**src/lf_wakeup_pkg.sv**
```systemverilog
// constants and types shared by the wakeup correlator control block
//------------------------------------------------------------
// What this block does
// - Correlator-disable bit stops all three correlator clocks together.
// - Pattern-count bit: 0 needs one wake pattern, 1 needs two.
// - Zero-tolerance bits 00/10/01/11 allow 3/2/1/0 invalid zero-half-bits.
// - Time-constant bit: 0 small filter constant, 1 large constant.
// - Mode register resets with upper tolerance and time-constant bits set.
// - All channel enables 0 means sleep; register writes still accepted.
// - Standby: amplifier on, correlator off while no signal is seen.
// - Signal detected moves channel to receive; correlator scans there.
// - Receive returns to standby after about 3.3 ms without signal.
// - Strength step bit 0 selects reduced step, 1 the high step.
// - Rotation bits choose one of three rotated antenna orders.
// - Both rotation bits set shorts every channel's inputs.
// - Attenuator bit connects damping resistor across every channel.
// - Digital mode with channel select 11 puts combined wake on strength pin.
// - Strength pin driven only while chip select is 1.
// - Normally wake pin carries OR of the three channel wakes.
// - Test mode, select 10: wake pin carries selected channel's wake.
// - Digital mode drives strength pin with selected channel's signal.
// - Combined wake on wake pin and single wake on strength pin together.
// - Wake-clear 1 holds wake pin high; 0 re-arms, also after power-on.
// - Channel select 00/10/01 picks channel one/two/three; 11 combined.
// - Test-enable 0 gives normal wake; 1 gives the selected test signal.
//------------------------------------------------------------
package lf_wakeup_pkg;

  // register addresses on the two address bits
  localparam logic [1:0] ADDR_POWER = 2'h0;
  localparam logic [1:0] ADDR_CHSEL = 2'h1;
  localparam logic [1:0] ADDR_TEST  = 2'h2;
  localparam logic [1:0] ADDR_CORR  = 2'h3;

  localparam int REG_W = 6;

  // reset values
  localparam logic [5:0] POWER_RST = 6'h0F;
  localparam logic [5:0] CHSEL_RST = 6'h00;
  localparam logic [5:0] TEST_RST  = 6'h10;
  localparam logic [5:0] CORR_RST  = 6'h18;

  // correlator mode fields
  localparam int CORR_OFF_BIT  = 0;
  localparam int PAT_CNT_BIT   = 1;
  localparam int ZTOL_LO_BIT   = 2;
  localparam int ZTOL_HI_BIT   = 3;
  localparam int TAU_BIT       = 4;
  // power fields
  localparam int CH_EN_LSB     = 0;
  localparam int ROT_LO_BIT    = 4;
  localparam int ROT_HI_BIT    = 5;
  // channel select fields
  localparam int CHSEL_LO_BIT  = 0;
  localparam int CHSEL_HI_BIT  = 1;
  localparam int OUTM_LO_BIT   = 2;
  localparam int OUTM_HI_BIT   = 3;
  localparam int ATTEN_BIT     = 4;
  localparam int WCLR_BIT      = 5;
  // test fields
  localparam int TEN_BIT       = 0;
  localparam int TSEL_LO_BIT   = 1;
  localparam int TSEL_HI_BIT   = 2;
  localparam int STEP_BIT      = 4;

  // receive timeout
  localparam int OSC_HZ        = 32768;
  localparam int TIMEOUT_US    = 3300;
  localparam int TIMEOUT_TICKS = (TIMEOUT_US * OSC_HZ) / 1000000;
  localparam int TMR_W         = 8;

  typedef enum logic [1:0] {
    CH_OFF,
    CH_STANDBY,
    CH_RECEIVE
  } chan_state_type;

endpackage : lf_wakeup_pkg

```
**src/lf_wakeup_correlator_control.sv**
```systemverilog
// top of the wakeup correlator control: registers, channels, pin routing
`timescale 1ns/1ps
module lf_wakeup_correlator_control
  import lf_wakeup_pkg::*;
#(
  parameter int NCH   = 3,
  parameter int TICKS = TIMEOUT_TICKS
) (
  // clock and reset
  input  wire logic           ref_clk,
  input  wire logic           rst_n,
  // register write port from the serial framing
  input  wire logic           regWrite,
  input  wire logic [1:0]     regAddr,
  input  wire logic [REG_W-1:0] regWdata,
  output logic [REG_W-1:0]    regRdata,
  // pins and oscillator
  input  wire logic           chipSelect,
  input  wire logic           oscTick,
  // analog-side inputs
  input  wire logic [NCH-1:0] sigDetect,
  input  wire logic [NCH-1:0] chanData,
  input  wire logic [NCH-1:0] patternMatch,
  input  wire logic [NCH-1:0] zeroErrors,
  // analog controls
  output logic [NCH-1:0]      amplifierOn,
  output logic [NCH-1:0]      correlatorClkEn,
  output logic                largeTauSel,
  output logic                highStepSel,
  output logic [1:0]          antennaRotation,
  output logic                inputsShorted,
  output logic                attenuatorOn,
  output logic [1:0]          zeroTolerance,
  // pins
  output logic                wakeOut_n,
  output logic                strengthOut,
  output logic                strengthOe,
  output logic [NCH-1:0]      chanWake
);
  //------------------------------------------------------------
  // register file
  //------------------------------------------------------------
  logic [REG_W-1:0] power_q, chsel_q, test_q, corr_q;

  // sleep does not gate the write port
  always_ff @(posedge ref_clk or negedge rst_n) begin
    if (!rst_n) begin
      power_q <= POWER_RST;
      chsel_q <= CHSEL_RST;
      test_q  <= TEST_RST;
      corr_q  <= CORR_RST;
    end else if (regWrite) begin
      case (regAddr)
        ADDR_POWER: power_q <= regWdata;
        ADDR_CHSEL: chsel_q <= regWdata;
        ADDR_TEST:  test_q  <= regWdata;
        ADDR_CORR:  corr_q  <= regWdata;
        default:    corr_q  <= corr_q;
      endcase
    end
  end

  // read back for the controller
  always_comb begin
    case (regAddr)
      ADDR_POWER: regRdata = power_q;
      ADDR_CHSEL: regRdata = chsel_q;
      ADDR_TEST:  regRdata = test_q;
      default:    regRdata = corr_q;
    endcase
  end

  //------------------------------------------------------------
  // pin inputs
  //------------------------------------------------------------
  logic csSync;
  lf_sync2 #(.W(1)) lf_sync2_inst (
    .ref_clk (ref_clk),
    .rst_n   (rst_n),
    .asyncIn (chipSelect),
    .syncOut (csSync)
  );

  //------------------------------------------------------------
  // analog controls
  //------------------------------------------------------------
  logic rotBoth;
  assign rotBoth         = power_q[ROT_LO_BIT] & power_q[ROT_HI_BIT];
  assign antennaRotation = {power_q[ROT_HI_BIT], power_q[ROT_LO_BIT]};
  assign inputsShorted   = rotBoth;
  assign attenuatorOn    = chsel_q[ATTEN_BIT];
  assign largeTauSel     = corr_q[TAU_BIT];
  assign highStepSel     = test_q[STEP_BIT];
  // low bit first: 00->3, 10->2, 01->1, 11->0
  assign zeroTolerance   = 2'h3 - {corr_q[ZTOL_HI_BIT],
                                   corr_q[ZTOL_LO_BIT]};

  //------------------------------------------------------------
  // channels
  //------------------------------------------------------------
  logic [NCH-1:0] rxOn;
  logic [NCH-1:0] matchSeen_q;
  logic [NCH-1:0] wakeHold_q;
  logic [NCH-1:0] hit;
  logic           clearHold;

  assign clearHold = chsel_q[WCLR_BIT];

  genvar g;
  generate
    for (g = 0; g < NCH; g++) begin : g_ch
      lf_channel_pm #(.TICKS(TICKS)) lf_channel_pm_inst (
        .ref_clk     (ref_clk),
        .rst_n       (rst_n),
        .chanEnable  (power_q[CH_EN_LSB + g]),
        .oscTick     (oscTick),
        .sigDetect   (sigDetect[g]),
        .amplifierOn (amplifierOn[g]),
        .receiveOn   (rxOn[g])
      );
      // correlator clocks run only in receive and when not disabled
      assign correlatorClkEn[g] = rxOn[g] & ~corr_q[CORR_OFF_BIT];
      // a pattern counts only if its zero errors stay in tolerance
      assign hit[g] = correlatorClkEn[g] & patternMatch[g] &
                      ({1'b0, zeroErrors[g]} <= zeroTolerance);
    end
  endgenerate

  // first-pattern memory for double pattern mode
  always_ff @(posedge ref_clk or negedge rst_n) begin
    if (!rst_n) begin
      matchSeen_q <= '0;
    end else begin
      for (int i = 0; i < NCH; i++) begin
        // a single-mode hit must not arm a later double-mode match
        if (!correlatorClkEn[i] || !corr_q[PAT_CNT_BIT])
          matchSeen_q[i] <= 1'b0;
        else if (hit[i]) matchSeen_q[i] <= ~matchSeen_q[i];
      end
    end
  end

  // sticky per-channel wake, cleared only while the clear bit is 1
  always_ff @(posedge ref_clk or negedge rst_n) begin
    if (!rst_n) begin
      wakeHold_q <= '0;
    end else begin
      for (int i = 0; i < NCH; i++) begin
        if (clearHold) wakeHold_q[i] <= 1'b0;
        else if (hit[i] && (!corr_q[PAT_CNT_BIT] || matchSeen_q[i]))
          wakeHold_q[i] <= 1'b1;
      end
    end
  end
  assign chanWake = wakeHold_q;

  // wake pin is active after power-on until cleared once
  logic porWake_q;
  always_ff @(posedge ref_clk or negedge rst_n) begin
    if (!rst_n) porWake_q <= 1'b1;
    else if (clearHold) porWake_q <= 1'b0;
  end

  //------------------------------------------------------------
  // pin routing
  //------------------------------------------------------------
  logic [1:0] chSel;
  logic       selWake, selData, anyWake, combined;
  assign chSel    = {chsel_q[CHSEL_HI_BIT], chsel_q[CHSEL_LO_BIT]};
  assign anyWake  = (|wakeHold_q) | porWake_q;
  assign combined = (chSel == 2'h3);

  // low bit first: 00 ch1, 10 (low set) ch2, 01 (high set) ch3
  always_comb begin
    case (chSel)
      2'h0:    begin selWake = wakeHold_q[0]; selData = chanData[0]; end
      2'h1:    begin selWake = wakeHold_q[1]; selData = chanData[1]; end
      2'h2:    begin selWake = wakeHold_q[2]; selData = chanData[2]; end
      default: begin selWake = anyWake;       selData = 1'b0;        end
    endcase
  end

  logic wakeLvl_d, strLvl_d, strOe_d;
  logic testOn, tselWake, tselData, digMode;
  assign testOn   = test_q[TEN_BIT];
  assign tselWake = test_q[TSEL_LO_BIT] & ~test_q[TSEL_HI_BIT];
  assign tselData = ~test_q[TSEL_LO_BIT] & ~test_q[TSEL_HI_BIT];
  assign digMode  = chsel_q[OUTM_HI_BIT] & ~chsel_q[OUTM_LO_BIT];

  // wake pin level (active high here, inverted at the pin)
  always_comb begin
    if (clearHold) wakeLvl_d = 1'b0;
    else if (!testOn) wakeLvl_d = anyWake;
    else if (tselWake) wakeLvl_d = selWake;
    else if (tselData) wakeLvl_d = selData;
    else wakeLvl_d = 1'b0;
  end

  // strength pin: independent of the wake pin routing
  always_comb begin
    strOe_d = csSync & digMode;
    if (combined) strLvl_d = anyWake;
    else if (tselData) strLvl_d = selData;
    else strLvl_d = selWake;
  end

  // registered pin drivers
  always_ff @(posedge ref_clk or negedge rst_n) begin
    if (!rst_n) begin
      wakeOut_n   <= 1'b0;
      strengthOut <= 1'b0;
      strengthOe  <= 1'b0;
    end else begin
      wakeOut_n   <= ~wakeLvl_d;
      strengthOut <= strLvl_d;
      strengthOe  <= strOe_d;
    end
  end

  //------------------------------------------------------------
  // checks
  //------------------------------------------------------------
  // all three correlator clocks stop together while disabled
  a_corr_gated: assert property (
    @(posedge ref_clk) disable iff (!rst_n)
    corr_q[CORR_OFF_BIT] |-> correlatorClkEn == '0)
    else $error("correlator clock runs while disabled");

  // clear bit forces the wake pin high on the next edge
  a_clear_holds: assert property (
    @(posedge ref_clk) disable iff (!rst_n)
    clearHold |=> wakeOut_n)
    else $error("wake pin not held high by clear");

  // strength pin released one edge after synchronised chip select drops
  a_cs_hiz: assert property (
    @(posedge ref_clk) disable iff (!rst_n)
    !csSync |=> !strengthOe)
    else $error("strength pin driven without chip select");

  // outside clear and test mode, any sticky channel wake pulls the wake pin low
  a_or_wake: assert property (
    @(posedge ref_clk) disable iff (!rst_n)
    (!clearHold && !testOn && (|wakeHold_q)) |=> !wakeOut_n)
    else $error("combined wake missing on wake pin");

  // single wake test mode with channel select 00 shows channel one
  a_single_wake: assert property (
    @(posedge ref_clk) disable iff (!rst_n)
    (!clearHold && testOn && tselWake && chSel == 2'h0)
      |=> wakeOut_n == !$past(wakeHold_q[0]))
    else $error("wake pin not following channel one");

  // select 11 in digital mode copies the combined wake
  a_dig_combined: assert property (
    @(posedge ref_clk) disable iff (!rst_n)
    (combined && digMode && csSync)
      |=> strengthOe && strengthOut == $past(anyWake))
    else $error("combined wake missing on strength pin");

  // digital mode, wake select: strength pin shows one channel
  a_dig_single: assert property (
    @(posedge ref_clk) disable iff (!rst_n)
    (digMode && csSync && !combined && !tselData)
      |=> strengthOe && strengthOut == $past(selWake))
    else $error("strength pin not following selected wake");

  // one pattern is enough in single pattern mode
  a_single_pat: assert property (
    @(posedge ref_clk) disable iff (!rst_n)
    (hit[0] && !corr_q[PAT_CNT_BIT] && !clearHold) |=> wakeHold_q[0])
    else $error("single pattern did not wake");

  // first of two patterns must not wake in double mode
  a_first_pat: assert property (
    @(posedge ref_clk) disable iff (!rst_n)
    (hit[0] && corr_q[PAT_CNT_BIT] && !matchSeen_q[0] && !wakeHold_q[0])
      |=> !wakeHold_q[0])
    else $error("double pattern mode woke on first pattern");

  // tolerance code 11 accepts no invalid zero-half-bit
  a_tol_zero: assert property (
    @(posedge ref_clk) disable iff (!rst_n)
    (corr_q[ZTOL_LO_BIT] && corr_q[ZTOL_HI_BIT]) |-> zeroTolerance == 2'h0)
    else $error("tolerance code 11 not zero");

  // a pattern with too many zero errors is not a hit
  a_tol_reject: assert property (
    @(posedge ref_clk) disable iff (!rst_n)
    (zeroTolerance == 2'h0 && zeroErrors[0]) |-> !hit[0])
    else $error("pattern accepted beyond zero tolerance");

  // sleep turns every amplifier off on the next edge
  a_sleep_off: assert property (
    @(posedge ref_clk) disable iff (!rst_n)
    (power_q[CH_EN_LSB +: NCH] == '0) |=> amplifierOn == '0)
    else $error("amplifier left on in sleep");

  // correlator clocks never run outside receive
  a_rx_only: assert property (
    @(posedge ref_clk) disable iff (!rst_n)
    (correlatorClkEn & ~rxOn) == '0)
    else $error("correlator clock runs outside receive");

  // data test mode puts the selected channel's data on the wake pin
  a_data_wake: assert property (
    @(posedge ref_clk) disable iff (!rst_n)
    (!clearHold && testOn && tselData)
      |=> wakeOut_n == !$past(selData))
    else $error("wake pin not following channel data");

  // both rotation bits short the inputs, nothing else does
  a_short_both: assert property (
    @(posedge ref_clk) disable iff (!rst_n)
    inputsShorted == (antennaRotation == 2'h3))
    else $error("input short does not match rotation code");

  // damping resistor follows the attenuator bit
  a_atten_on: assert property (
    @(posedge ref_clk) disable iff (!rst_n)
    attenuatorOn == chsel_q[ATTEN_BIT])
    else $error("attenuator does not follow its bit");
endmodule : lf_wakeup_correlator_control

```
**src/lf_sync2.sv**
```systemverilog
// two-stage synchroniser for pin inputs
`timescale 1ns/1ps
module lf_sync2 #(
  parameter int W = 1
) (
  // clock and reset
  input  wire logic         ref_clk,
  input  wire logic         rst_n,
  // data
  input  wire logic [W-1:0] asyncIn,
  output logic      [W-1:0] syncOut
);
  logic [W-1:0] meta_q;

  // first stage feeds only the second
  always_ff @(posedge ref_clk or negedge rst_n) begin
    if (!rst_n) begin
      meta_q  <= '0;
      syncOut <= '0;
    end else begin
      meta_q  <= asyncIn;
      syncOut <= meta_q;
    end
  end
endmodule : lf_sync2

```
**src/lf_channel_pm.sv**
```systemverilog
// per-channel sleep / standby / receive power state machine
`timescale 1ns/1ps
module lf_channel_pm
  import lf_wakeup_pkg::*;
#(
  parameter int TICKS = TIMEOUT_TICKS
) (
  // clock and reset
  input  wire logic ref_clk,
  input  wire logic rst_n,
  // control
  input  wire logic chanEnable,
  input  wire logic oscTick,
  input  wire logic sigDetect,
  // status
  output logic      amplifierOn,
  output logic      receiveOn
);
  localparam logic [TMR_W-1:0] TICKS_V = TMR_W'(TICKS);

  chan_state_type state_q;
  logic [TMR_W-1:0] tmr_q;

  // state transitions
  always_ff @(posedge ref_clk or negedge rst_n) begin
    if (!rst_n) begin
      state_q <= CH_OFF;
    end else begin
      case (state_q)
        CH_OFF: begin
          if (chanEnable) state_q <= CH_STANDBY;
        end
        CH_STANDBY: begin
          if (!chanEnable) state_q <= CH_OFF;
          else if (sigDetect) state_q <= CH_RECEIVE;
        end
        CH_RECEIVE: begin
          if (!chanEnable) state_q <= CH_OFF;
          else if (!sigDetect && oscTick && tmr_q >= TICKS_V)
            state_q <= CH_STANDBY;
        end
        default: state_q <= CH_OFF;
      endcase
    end
  end

  // silence timer in oscillator ticks; restarts on each detection
  always_ff @(posedge ref_clk or negedge rst_n) begin
    if (!rst_n) begin
      tmr_q <= '0;
    end else if (state_q != CH_RECEIVE || sigDetect) begin
      tmr_q <= '0;
    end else if (oscTick && tmr_q < TICKS_V) begin
      tmr_q <= tmr_q + 1'b1;
    end
  end

  assign amplifierOn = (state_q != CH_OFF);
  assign receiveOn   = (state_q == CH_RECEIVE);

  // silence timer never counts past the timeout
  a_timeout_bound: assert property (
    @(posedge ref_clk) disable iff (!rst_n)
    tmr_q <= TICKS_V)
    else $error("silence timer beyond timeout");
  // a tick with the timer at its limit ends receive
  a_timeout_exit: assert property (
    @(posedge ref_clk) disable iff (!rst_n)
    (receiveOn && chanEnable && !sigDetect && oscTick && tmr_q == TICKS_V)
      |=> !receiveOn)
    else $error("receive kept after silence timeout");
  // no receive without a detected signal
  a_standby_no_rx: assert property (
    @(posedge ref_clk) disable iff (!rst_n)
    (state_q == CH_STANDBY && !sigDetect && chanEnable) |=> !receiveOn)
    else $error("receive entered without signal");
  // a detected signal takes an enabled channel into receive
  a_detect_rx: assert property (
    @(posedge ref_clk) disable iff (!rst_n)
    (state_q == CH_STANDBY && sigDetect && chanEnable) |=> receiveOn)
    else $error("receive not entered on detection");
endmodule : lf_channel_pm

```
**config.mk**
```make
export PLATFORM = sky130hd
export DESIGN_NAME = lf_wakeup_correlator_control
export DESIGN_NICKNAME = d
export VERILOG_FILES = /design/src/lf_wakeup_pkg.sv /design/src/lf_wakeup_correlator_control.sv /design/src/lf_sync2.sv /design/src/lf_channel_pm.sv
export SDC_FILE = /design/constraint.sdc
export NUM_CORES = 1
export LEC_CHECK = 0
export BUFFER_PORTS_ARGS = -buffer_cell sky130_fd_sc_hd__buf_2
export CORE_MARGIN = 2
export CORE_UTILIZATION = 32
export CTS_CLUSTER_DIAMETER = 40
export DETAILED_ROUTE_END_ITERATION = 6
export HOLD_SLACK_MARGIN = 0.05
export PLACE_DENSITY_LB_ADDON = 0.15
export SYNTH_ARGS = -nofsm -noshare
export SYNTH_HDL_FRONTEND = slang
export SYNTH_SLANG_ARGS = --single-unit
```
**constraint.sdc**
```tcl
create_clock -name ref_clk -period 1.99 [get_ports ref_clk]
set_input_delay 0.0995 -clock ref_clk [delete_from_list [all_inputs] [get_ports ref_clk]]
set_output_delay 0.0995 -clock ref_clk [all_outputs]
set_load 0.1 [all_outputs]
```
==> results.tsv, run 1 <==
stage	metric	value	unit
route	Vias/cell	4.86	
sta	Tightest Pin Transition	0.525	ns
route	DR vias	2430	
route	Routed Antenna Nets	0	
route	DRC errors left	0	
critical_path	Critical Path RT	1.89	ns
layout	fraction of layout cells with a size suffix above 1	0.338	
layout	Layout Utilization	0.394	
placed_design	worst slack, placed	0.391	ns
clock_tree	CTS Buf Count	9	
sta	Final setup viols	0	
clock_tree	Clk Latency, worst-skew pair	0.35	ns
route	WL/cell	14.8	um
synth	top post-synthesis cells by area	dfrtp_1 (43%), mux2_2 (8.4%), dfstp_2 (6.3%)	
floorplanning	Core Footprint	10200	um^2
power_and_ir_drop	PD cells	1010	nW/um^2
clock_tree	clock transition at the registers of the reported paths	0.08	ns
synth	ys flop type	dfrtp_1	
route	DRT Wirelength	7390	um
critical_path	crit-path max FO	7	
clock_tree	clk buf depth	2	
critical_path	WS Path Type	reg -> out	
sta	setup_tns	0	ns
synth	synth warn	0	
placed_design	dpl hpwl	5220	um
layout	Filler Cell Count	1031	
synth	#FFs+latches synth	66	
power_and_ir_drop	Reg power frac	0.402	
sta	fin. max-slew vios	0	
grt	global-route wire length before repair	12500	um
job	MaxCap Viol Count	0	
power_and_ir_drop	switching pwr	1.67	mW
synth	Synth area leader	dfrtp_1	
power_and_ir_drop	internal power	2.39	mW
layout	P&R area growth vs syn	20.2	%
route	Iter 0 DRT Violations	160	
floorplanning	die area	11300	um^2
power_and_ir_drop	LEAKAGE	1.78	nW
sta	total count of hold-check failures in the final report	0	
synth	Yosys cell types	54	
layout	# diodes	0	
critical_path	crit path launch type	flip-flop	
grt	largest net degree at the start of global routing	67	
floorplanning	IO Pins	51	
grt	GRT Util Overall	0.142	
grt	vias in the first global route	2527	
power_and_ir_drop	switching share of power	0.411	
min_path	HP Class	in -> reg	
floorplanning	die width	106	um
sta	f_max	568	MHz
grt	initial antenna violation count	0	
synth	Avg Cell Area, Syn	11.3	um^2
synth	register area share after synthesis	0.495	
power_and_ir_drop	Logic pwr share	0.322	
synth	Mapped Cells	298	
synth	Post-synth EDFFs	0	
placed_design	Routability Congestion	0.778	
clock_tree	PostCTS Resize Cnt	0	
sta	Final min period	1.76	ns
clock_tree	TritonCTS clock tree	done	
sta	Final Cycle Share	0.884	
sta	fin worst setup slack	0.230	ns
clock_tree	H-Tree Depth	3	
sta	RSZ-0062 raised after global routing	false	
sta	clk_skew	0.00931	ns
placed_design	port buffer count	50	
power_and_ir_drop	Clk pwr share	0.276	
clock_tree	post-CTS setup buffer count	0	
grt	total grt overflow	0	
clock_tree	hold_buf cts	10	
critical_path	Arr. time, crit path	1.66	ns
status	status	complete, no violations	
floorplanning	Initial Utilization	0.328	
critical_path	CP endpoint kind	primary output	
synth	ys async rst share	1.00	
floorplanning	Die Ht	106	um
power_and_ir_drop	power consumption	4.07	mW
clock_tree	CTS Root Cell	clkbuf_8	
synth	Synth Cell Area	3350	um^2
layout	final layout net count	393	
synth	Synth top area share	0.433	
route	Detailed Routing Iterations Pass 1	4	
clock_tree	clock sinks	66	
power_and_ir_drop	maximum vdd drop	0.638	mV
floorplanning	Site Rows	37	
synth	Mapped Nets	332	
sta	max_slew headroom	0.652	
## path summary, 6_finish.rpt
| kind | from | to | slack (ns) | depth (start not counted) |
|---|---|---|---|---|
| worst max-delay path | corr_q[0]$_DFFE_PN0P_ | regRdata[0] | 0.23 | 2 |
| worst min-delay path | sigDetect[0] | g_ch[0].lf_channel_pm_inst.state_q[1]$_DFFE_PN0P_ | 0.07 | 3 |
| worst max register to register | corr_q[2]$_DFFE_PN0P_ | matchSeen_q[0]$_DFFE_PN0P_ | 0.38 | 5 |
| worst min register to register | lf_sync2_inst.meta_q$_DFF_PN0_ | lf_sync2_inst.syncOut$_DFF_PN0_ | 0.35 | 0 |
| max in group asynchronous | rst_n | corr_q[3]$_DFFE_PN1P_ | 1.34 | 3 |
| min in group asynchronous | rst_n | g_ch[1].lf_channel_pm_inst.tmr_q[4]$_DFFE_PN0P_ | 0.30 | 3 |
## cells by family (layout without fill, tap and decap cells)
logic type      count (synthesis)  after routing  synth area share
buf+inv                        35            101            0.0481
xor+xnor                       16             16            0.0418
compound gates                 48             48             0.107
fa+ha+maj                       9              9            0.0336
mux                            33             33             0.130
flops                          66             66             0.495
simple gates                   91             91             0.144
## per-layer routing
layer / vias to the layer above / global-route usage / routed length, um
met5: - / 0 / 0
met3: 10 / 0.0392 / 286
met4: 0 / 0.0545 / 114
met2: 53 / 0.223 / 3380
li1: 1170 / - / -
met1: 1197 / 0.187 / 3610
## stage by stage
stage	std cells	hold slack, ns	area, um^2
detailed placement	474	0.154	3740
CTS	500	0.0531	4030
global placement	474	0.154	3740
global route	500	0.0657	4030
floorplan	298	-0.196	3370
finish	500	0.0711	4030
## area by class of cell
class / count / area [um^2] / area share
clock buffer: 9 / 124 / 0.0307
inverter: 24 / 93.8 / 0.0233
timing repair buffer: 61 / 370 / 0.0919
multi-input combinational: 197 / 1540 / 0.383
tap: 136 / 170 / 0.0422
sequential: 66 / 1660 / 0.412
clock inverter: 7 / 68.8 / 0.0171
## placed cells by master (no fill, tap or decap), types with 6 or more instances in the layout
master	instances
dfrtp_1	58
buf_2	50
nor2_1	32
mux2_2	25
inv_1	22
o21ai_0	11
dlygate4sd3_1	10
nand2_1	9
xor2_1	9
ha_1	9
clkbuf_8	9
dfstp_2	8
xnor2_1	7
mux4_2	6
a21oi_1	6
## registers in the layout, indices dropped and copies added (netlist names)
register,cells
lf_sync2_inst.syncOut,1
wakeOut_n,1
corr_q,6
power_q,6
g_ch.lf_channel_pm_inst.state_q,6
matchSeen_q,3
strengthOe,1
strengthOut,1
chanWake,3
porWake_q,1
chsel_q,6
g_ch.lf_channel_pm_inst.tmr_q,24
lf_sync2_inst.meta_q,1
test_q,6
## Yosys cell counts (all sizes together), types with 2 or more instances
cell type,instances
xor2,9
nand3b,4
o31ai,4
nor3b,2
mux2,25
dfstp,8
clkbuf,2
nand3,4
buf,9
nor2b,5
nand4,5
mux2i,2
a41oi,2
nor2,34
nand2b,3
nor3,4
o41a,2
a31oi,5
mux4,6
and2,5
xnor2,7
a21oi,6
o21ai,11
o211ai,2
nand2,9
a311oi,2
and3,6
ha,9
or2,5
and3b,3
dfrtp,58
inv,24
## power groups by stage
stage	logic, mW	clock network [mW]	registers (mW)
after floorplan	0.955	0	1.79
after global placement	1.29	0	1.66
after detailed placement	1.30	0	1.66
after CTS	1.32	1.18	1.64
after global routing	1.38	1.24	1.66
final	1.31	1.12	1.64
## worst max-delay path, cell delays in order (launching register included)
cell	delay, ns
dfrtp_1	0.50
mux4_2	0.51
buf_2	0.31
No activity file was read; power rests on OpenSTA's default activity.
==> run 2, diff against run 1 <==
--- a/config.mk
+++ b/config.mk
@@ -7,7 +7,7 @@
 export LEC_CHECK = 0
 export BUFFER_PORTS_ARGS = -buffer_cell sky130_fd_sc_hd__buf_2
 export CORE_MARGIN = 2
-export CORE_UTILIZATION = 32
+export CORE_UTILIZATION = 29
 export CTS_CLUSTER_DIAMETER = 40
 export DETAILED_ROUTE_END_ITERATION = 6
 export HOLD_SLACK_MARGIN = 0.05
==> run 2 against run 1 <==
Effect of this change: hold slack got worse by 0.010 ns; via count shrank 1.1%; first-iteration DRC count down 23%; highest routed layer unchanged; sequential share of layout area is 0.42 points lower; critical path depth is 1 higher; largest cell class unchanged.
==> results.tsv, run 2 (synthesis gave the netlist of run 1 again) <==
stage	metric	value	unit
sta	total count of hold-check failures in the final report	0	
placed_design	dpl hpwl	5360	um
critical_path	WS Path Type	reg -> out	
placed_design	worst slack, placed	0.353	ns
route	Detailed Routing Iterations Pass 1	5	
grt	largest net degree at the start of global routing	67	
critical_path	worst flop-to-flop path endpoint	matchSeen_q[2]$_DFFE_PN0P_	
layout	P&R area growth vs syn	21.4	%
layout	Largest register FFs	24	
route	WL/cell	15.0	um
critical_path	CP endpoint kind	primary output	
grt	total grt overflow	0	
route	Routed Antenna Nets	0	
grt	GRT Util Overall	0.128	
clock_tree	post-CTS setup buffer count	0	
sta	max_slew headroom	0.667	
clock_tree	CTS Root Cell	clkbuf_16	
floorplanning	Die Ht	112	um
sta	clk_skew	0.00563	ns
placed_design	post-placement cell count	481	
floorplanning	Site Rows	39	
placed_design	Routability Congestion	0.734	
grt	vias in the first global route	2475	
grt	global-route wire length before repair	12400	um
sta	RSZ-0062 raised after global routing	false	
critical_path	Setup crit end	correlatorClkEn[2]	
sta	Final min period	1.74	ns
clock_tree	Clk Latency, worst-skew pair	0.32	ns
layout	final layout net count	389	
floorplanning	die width	112	um
critical_path	crit path launch type	flip-flop	
sta	Tightest Pin Transition	0.503	ns
floorplanning	Core Footprint	11400	um^2
placed_design	port buffer count	50	
sta	Final setup viols	0	
job	MaxCap Viol Count	0	
route	Iter 0 DRT Violations	123	
route	Vias/cell	4.78	
clock_tree	TritonCTS clock tree	done	
floorplanning	die area	12400	um^2
power_and_ir_drop	PD cells	1070	nW/um^2
layout	# diodes	0	
power_and_ir_drop	maximum vdd drop	0.754	mV
layout	final instance area	4070	um^2
critical_path	Arr. time, crit path	1.64	ns
critical_path	crit-path max FO	5	
grt	initial antenna violation count	0	
route	DRC errors left	0	
layout	commonest non-fill, non-tap cells in the layout	dfrtp_1 (58), buf_2 (50), nor2_1 (32)	
clock_tree	clock transition at the registers of the reported paths	0.05	ns
critical_path	worst reg-to-reg setup slack	0.36	ns
layout	commonest non-fill, non-tap cell in the layout	dfrtp_1	
critical_path	Worst Setup SP	g_ch[2].lf_channel_pm_inst.state_q[0]$_DFFE_PN0P_	
status	status	complete, no violations	
layout	Biggest register	g_ch.lf_channel_pm_inst.tmr_q	
critical_path	Worst R2R Start	corr_q[2]$_DFFE_PN0P_	
clock_tree	H-Tree Depth	3	
route	DRT Wirelength	7550	um
route	DR vias	2403	
floorplanning	Initial Utilization	0.295	
sta	fin worst setup slack	0.254	ns
floorplanning	IO Pins	51	
layout	Final Non-Filler Cells	503	
sta	Final Cycle Share	0.872	
clock_tree	clk buf depth	2	
critical_path	Critical Path RT	1.89	ns
sta	setup_tns	0	ns
clock_tree	CTS Buf Count	9	
placed_design	cell area after placement	3750	um^2
power_and_ir_drop	LEAKAGE	1.80	nW
min_path	Worst Hold Launch	regWdata[0]	
critical_path	FF-to-FF path depth	5	
sta	fin. max-slew vios	0	
min_path	HP Class	in -> reg	
layout	fraction of layout cells with a size suffix above 1	0.333	
clock_tree	clock sinks	66	
sta	f_max	576	MHz
==> run 2: changes by cell type in the layout (fill, tap and decap cells not counted), sizes merged <==
cell | previous run | this run
clkbuf | 9 | 13
dlygate4sd3 | 10 | 6
clkinvlp | 3 | 1
bufinv | 1 | 0
inv | 24 | 23
==> run 2: cell type report <==
class,count,area [um^2]
repair buffers,57,330
inverters,24,93.8
flip-flops and latches,66,1660
clock buffers,13,250
clock inverters,3,15.0
fillers,1132,7300
well taps,143,179
multi-input cells,197,1540
==> run 2: repair_timing <==
action / 4_1_cts / 5_1_grt
resized for setup: 0 / 0
hold buffers: 6 / 0
hold endpoints to repair: 67 / 0
==> run 2: power breakdown <==
part           total, mW  switching (mW)  leakage [nW]  internal [mW]
Clock               1.42           0.546         0.133          0.871
Sequential          1.64           0.145         0.841           1.50
Combinational       1.30           0.983         0.827          0.319
==> run 2: how the worst min path moves through the flow <==
stage	end	cells past startpoint	slack (ns)
3_3_place_gp	g_ch[1].lf_channel_pm_inst.tmr_q[0]$_DFFE_PN0P_	2	0.16
4_1_cts	chsel_q[4]$_DFFE_PN0P_	2	0.05
2_1_floorplan	chanWake[0]$_DFFE_PN0P_	0	-0.20
3_5_place_dp	g_ch[1].lf_channel_pm_inst.tmr_q[5]$_DFFE_PN0P_	2	0.16
5_1_grt	chsel_q[4]$_DFFE_PN0P_	2	0.06
6_report	corr_q[0]$_DFFE_PN0P_	2	0.06
==> run 2: per-stage QoR <==
stage               hold WS [ns]  total power, mW  utilization
floorplan                 -0.196             2.74            -
global placement           0.159             2.96        0.330
detailed placement         0.158             2.97        0.330
CTS                       0.0506             4.42        0.358
global route              0.0597             4.58        0.358
finish                    0.0609             4.36        0.358
==> run 2: worst max-delay path, stage by stage (launching register included) <==
cell	delay (ns)
dfrtp_1	0.41
nand2b_1	0.26
nor2_2	0.19
buf_2	0.46
==> run 2: layer usage <==
| layer | up-vias | share of wire | global-route usage |
|---|---|---|---|
| met4 | 0 | 0.022 | 0.0461 |
| met5 | - | 0 | 0 |
| met3 | 12 | 0.049 | 0.0468 |
| li1 | 1166 | - | - |
| met2 | 55 | 0.47 | 0.204 |
| met1 | 1170 | 0.46 | 0.161 |
==> run 3, diff against run 2 <==
--- a/config.mk
+++ b/config.mk
@@ -5,12 +5,12 @@
 export SDC_FILE = /design/constraint.sdc
 export NUM_CORES = 1
 export LEC_CHECK = 0
+export ABC_AREA = 1
 export BUFFER_PORTS_ARGS = -buffer_cell sky130_fd_sc_hd__buf_2
 export CORE_MARGIN = 2
 export CORE_UTILIZATION = 29
 export CTS_CLUSTER_DIAMETER = 40
 export DETAILED_ROUTE_END_ITERATION = 6
-export HOLD_SLACK_MARGIN = 0.05
 export PLACE_DENSITY_LB_ADDON = 0.15
 export SYNTH_ARGS = -nofsm -noshare
 export SYNTH_HDL_FRONTEND = slang
==> run 3 against run 2 <==
Effect of this change: synthesized cell count grew 56%; largest power group unchanged; routed wire length grew 15%; fmax grew 1.7%; final cell count grew 39%; power shrank 0.26%; core utilization shrank 0.60 points; setup slack gained 0.030 ns.
==> results.tsv, run 3 <==
stage	metric	value	unit
sta	total count of hold-check failures in the final report	0	
critical_path	crit-path max FO	6	
layout	P&R area growth vs syn	20.0	%
clock_tree	clock sinks	66	
clock_tree	Clk Latency, worst-skew pair	0.33	ns
layout	commonest non-fill, non-tap cell in the layout	nand2_1	
critical_path	FF-to-FF path depth	7	
synth	count leader, synth	nand2_1	
layout	commonest non-fill, non-tap cells in the layout	nand2_1 (132), inv_1 (65), dfrtp_1 (58)	
power_and_ir_drop	maximum vdd drop	0.453	mV
grt	global-route wire length before repair	14600	um
layout	fraction of layout cells with a size suffix above 1	0.253	
min_path	Worst Hold Launch	sigDetect[0]	
power_and_ir_drop	power consumption	4.35	mW
critical_path	worst flop-to-flop path endpoint	matchSeen_q[1]$_DFFE_PN0P_	
route	DR vias	3047	
min_path	HP Class	in -> reg	
clock_tree	PostCTS Resize Cnt	0	
synth	ys flop type	dfrtp_1	
clock_tree	H-Tree Depth	3	
sta	fin. max-slew vios	0	
clock_tree	clk buf depth	2	
floorplanning	Die Ht	117	um
status	status	complete, no violations	
route	DRT Wirelength	8690	um
clock_tree	post-CTS setup buffer count	0	
critical_path	CP peak stage delay	0.43	ns
layout	final layout net count	556	
grt	initial antenna violation count	0	
synth	#FFs+latches synth	66	
placed_design	worst slack, placed	0.436	ns
sta	Final min period	1.71	ns
job	MaxCap Viol Count	0	
critical_path	worst reg-to-reg setup slack	0.44	ns
placed_design	port buffer count	50	
synth	Mapped Nets	499	
clock_tree	CTS Buf Count	9	
layout	Layout Utilization	0.352	
synth	Avg Cell Area, Syn	7.90	um^2
critical_path	crit path launch type	flip-flop	
power_and_ir_drop	PD cells	987	nW/um^2
placed_design	Routability Congestion	0.740	
critical_path	WS Path Type	reg -> out	
sta	Final Cycle Share	0.858	
sta	max_slew headroom	0.668	
route	Vias/cell	4.37	
synth	Synth top area share	0.395	
synth	Synth area leader	dfrtp_1	
route	WL/cell	12.4	um
min_path	WHS Endpoint	g_ch[0].lf_channel_pm_inst.state_q[1]$_DFFE_PN0P_	
floorplanning	Initial Utilization	0.293	
floorplanning	IO Pins	51	
grt	largest net degree at the start of global routing	24	
grt	total grt overflow	0	
layout	Biggest register	g_ch.lf_channel_pm_inst.tmr_q	
route	DRC errors left	0	
layout	final instance area	4410	um^2
layout	# diodes	0	
layout	Largest register FFs	24	
route	Routed Antenna Nets	0	
clock_tree	CTS Root Cell	clkbuf_16	
critical_path	Worst R2R Start	corr_q[2]$_DFFE_PN0P_	
placed_design	cell area after placement	4110	um^2
synth	register area share after synthesis	0.452	
synth	Post-synth EDFFs	0	
synth	Mapped Cells	465	
critical_path	Arr. time, crit path	1.61	ns
sta	RSZ-0062 raised after global routing	false	
power_and_ir_drop	LEAKAGE	2.31	nW
sta	Tightest Pin Transition	0.502	ns
clock_tree	hold_buf cts	2	
min_path	Hold Crit Depth	3	
clock_tree	clock transition at the registers of the reported paths	0.06	ns
sta	fin worst setup slack	0.283	ns
critical_path	Critical Path RT	1.89	ns
floorplanning	Core Footprint	12500	um^2
clock_tree	TritonCTS clock tree	done	
sta	f_max	586	MHz
critical_path	CP endpoint kind	primary output	
synth	Yosys cell types	25	
floorplanning	Site Rows	41	
route	Detailed Routing Iterations Pass 1	4	
synth	most frequent cells after synthesis	nand2_1 (132), inv_1 (66), dfrtp_1 (58)	
sta	clk_skew	0.00609	ns
grt	GRT Util Overall	0.140	
floorplanning	die width	117	um
placed_design	dpl hpwl	6410	um
synth	Synth Cell Area	3670	um^2
sta	worst-case hold slack	0.0957	ns
sta	Final setup viols	0	
synth	top post-synthesis cells by area	dfrtp_1 (40%), nand2_1 (13%), inv_1 (6.7%)	
grt	vias in the first global route	2956	
critical_path	worst path cell trace	inv_1 -> o21ai_0 -> a21oi_1 -> o21ai_1 -> buf_2	
route	Iter 0 DRT Violations	162	
synth	ys async rst share	1.00	
synth	synth warn	0	
critical_path	Worst path slowest cell	dfrtp_1	
floorplanning	die area	13600	um^2
==> run 3: changes by cell type after synthesis, sizes merged, moves of 6 or more <==
cell	delta
nand4	+10
mux2	-25
nand2	+137
mux4	-6
o21ai	+31
a21oi	+6
inv	+51
xnor2	-7
and3	-6
nand3	+35
==> run 3: power by group <==
part | leakage (nW) | internal [mW] | switching (mW)
Combinational | 1.32 | 0.239 | 0.995
Clock | 0.130 | 0.902 | 0.614
Sequential | 0.854 | 1.48 | 0.117
Total | 2.31 | 2.62 | 1.73
==> run 3: layout make-up <==
class / count / area [um^2]
clock inverter: 4 / 27.5
multi-input combinational: 315 / 1660
clock buffer: 11 / 253
fill: 1344 / 8110
inverter: 75 / 285
sequential: 66 / 1660
tap: 172 / 215
timing repair buffer: 55 / 305
==> run 3: worst max path at each step <==
stage | start | end | slack [ns] | depth (start not counted)
5_1_grt | chsel_q[0]$_DFFE_PN0P_ | regRdata[0] | 0.08 | 5
3_3_place_gp | corr_q[2]$_DFFE_PN0P_ | chanWake[1]$_DFFE_PN0P_ | 0.51 | 8
2_1_floorplan | corr_q[3]$_DFFE_PN1P_ | regRdata[3] | -0.55 | 2
4_1_cts | corr_q[3]$_DFFE_PN1P_ | regRdata[3] | 0.26 | 3
3_5_place_dp | corr_q[2]$_DFFE_PN0P_ | matchSeen_q[1]$_DFFE_PN0P_ | 0.44 | 7
6_report | chsel_q[0]$_DFFE_PN0P_ | regRdata[0] | 0.28 | 5
==> run 3: kinds of logic (layout without fill, tap and decap cells) <==
| group | Yosys count | count (layout) | share of synthesized area |
|---|---|---|---|
| AOI/OAI and AO/OA | 58 | 58 | 0.103 |
| xor gates and xnor gates | 6 | 6 | 0.0143 |
| adders and majority gates | 9 | 9 | 0.0307 |
| buffers and inverters | 84 | 145 | 0.0991 |
| DFF | 66 | 66 | 0.452 |
| and+or+nand+nor | 242 | 242 | 0.301 |
==> run 3: worst max-delay path, delay by kind of cell, from the launching register on <==
family          cells  cell delay [ns]
buf+inv             2             0.55
flops               1             0.43
compound gates      3             0.29
==> run 3: through the flow <==
step                cells  setup TNS (ns)
global route          698               0
CTS                   698               0
detailed placement    681               0
global placement      681               0
finish                698               0
floorplan             465          -0.551
==> run 3: per-layer routing <==
metal / global-route usage / wire [um]
met5: 0 / 0
met4: 0.0565 / 93
met1: 0.175 / 4080
met3: 0.0348 / 366
met2: 0.234 / 4150
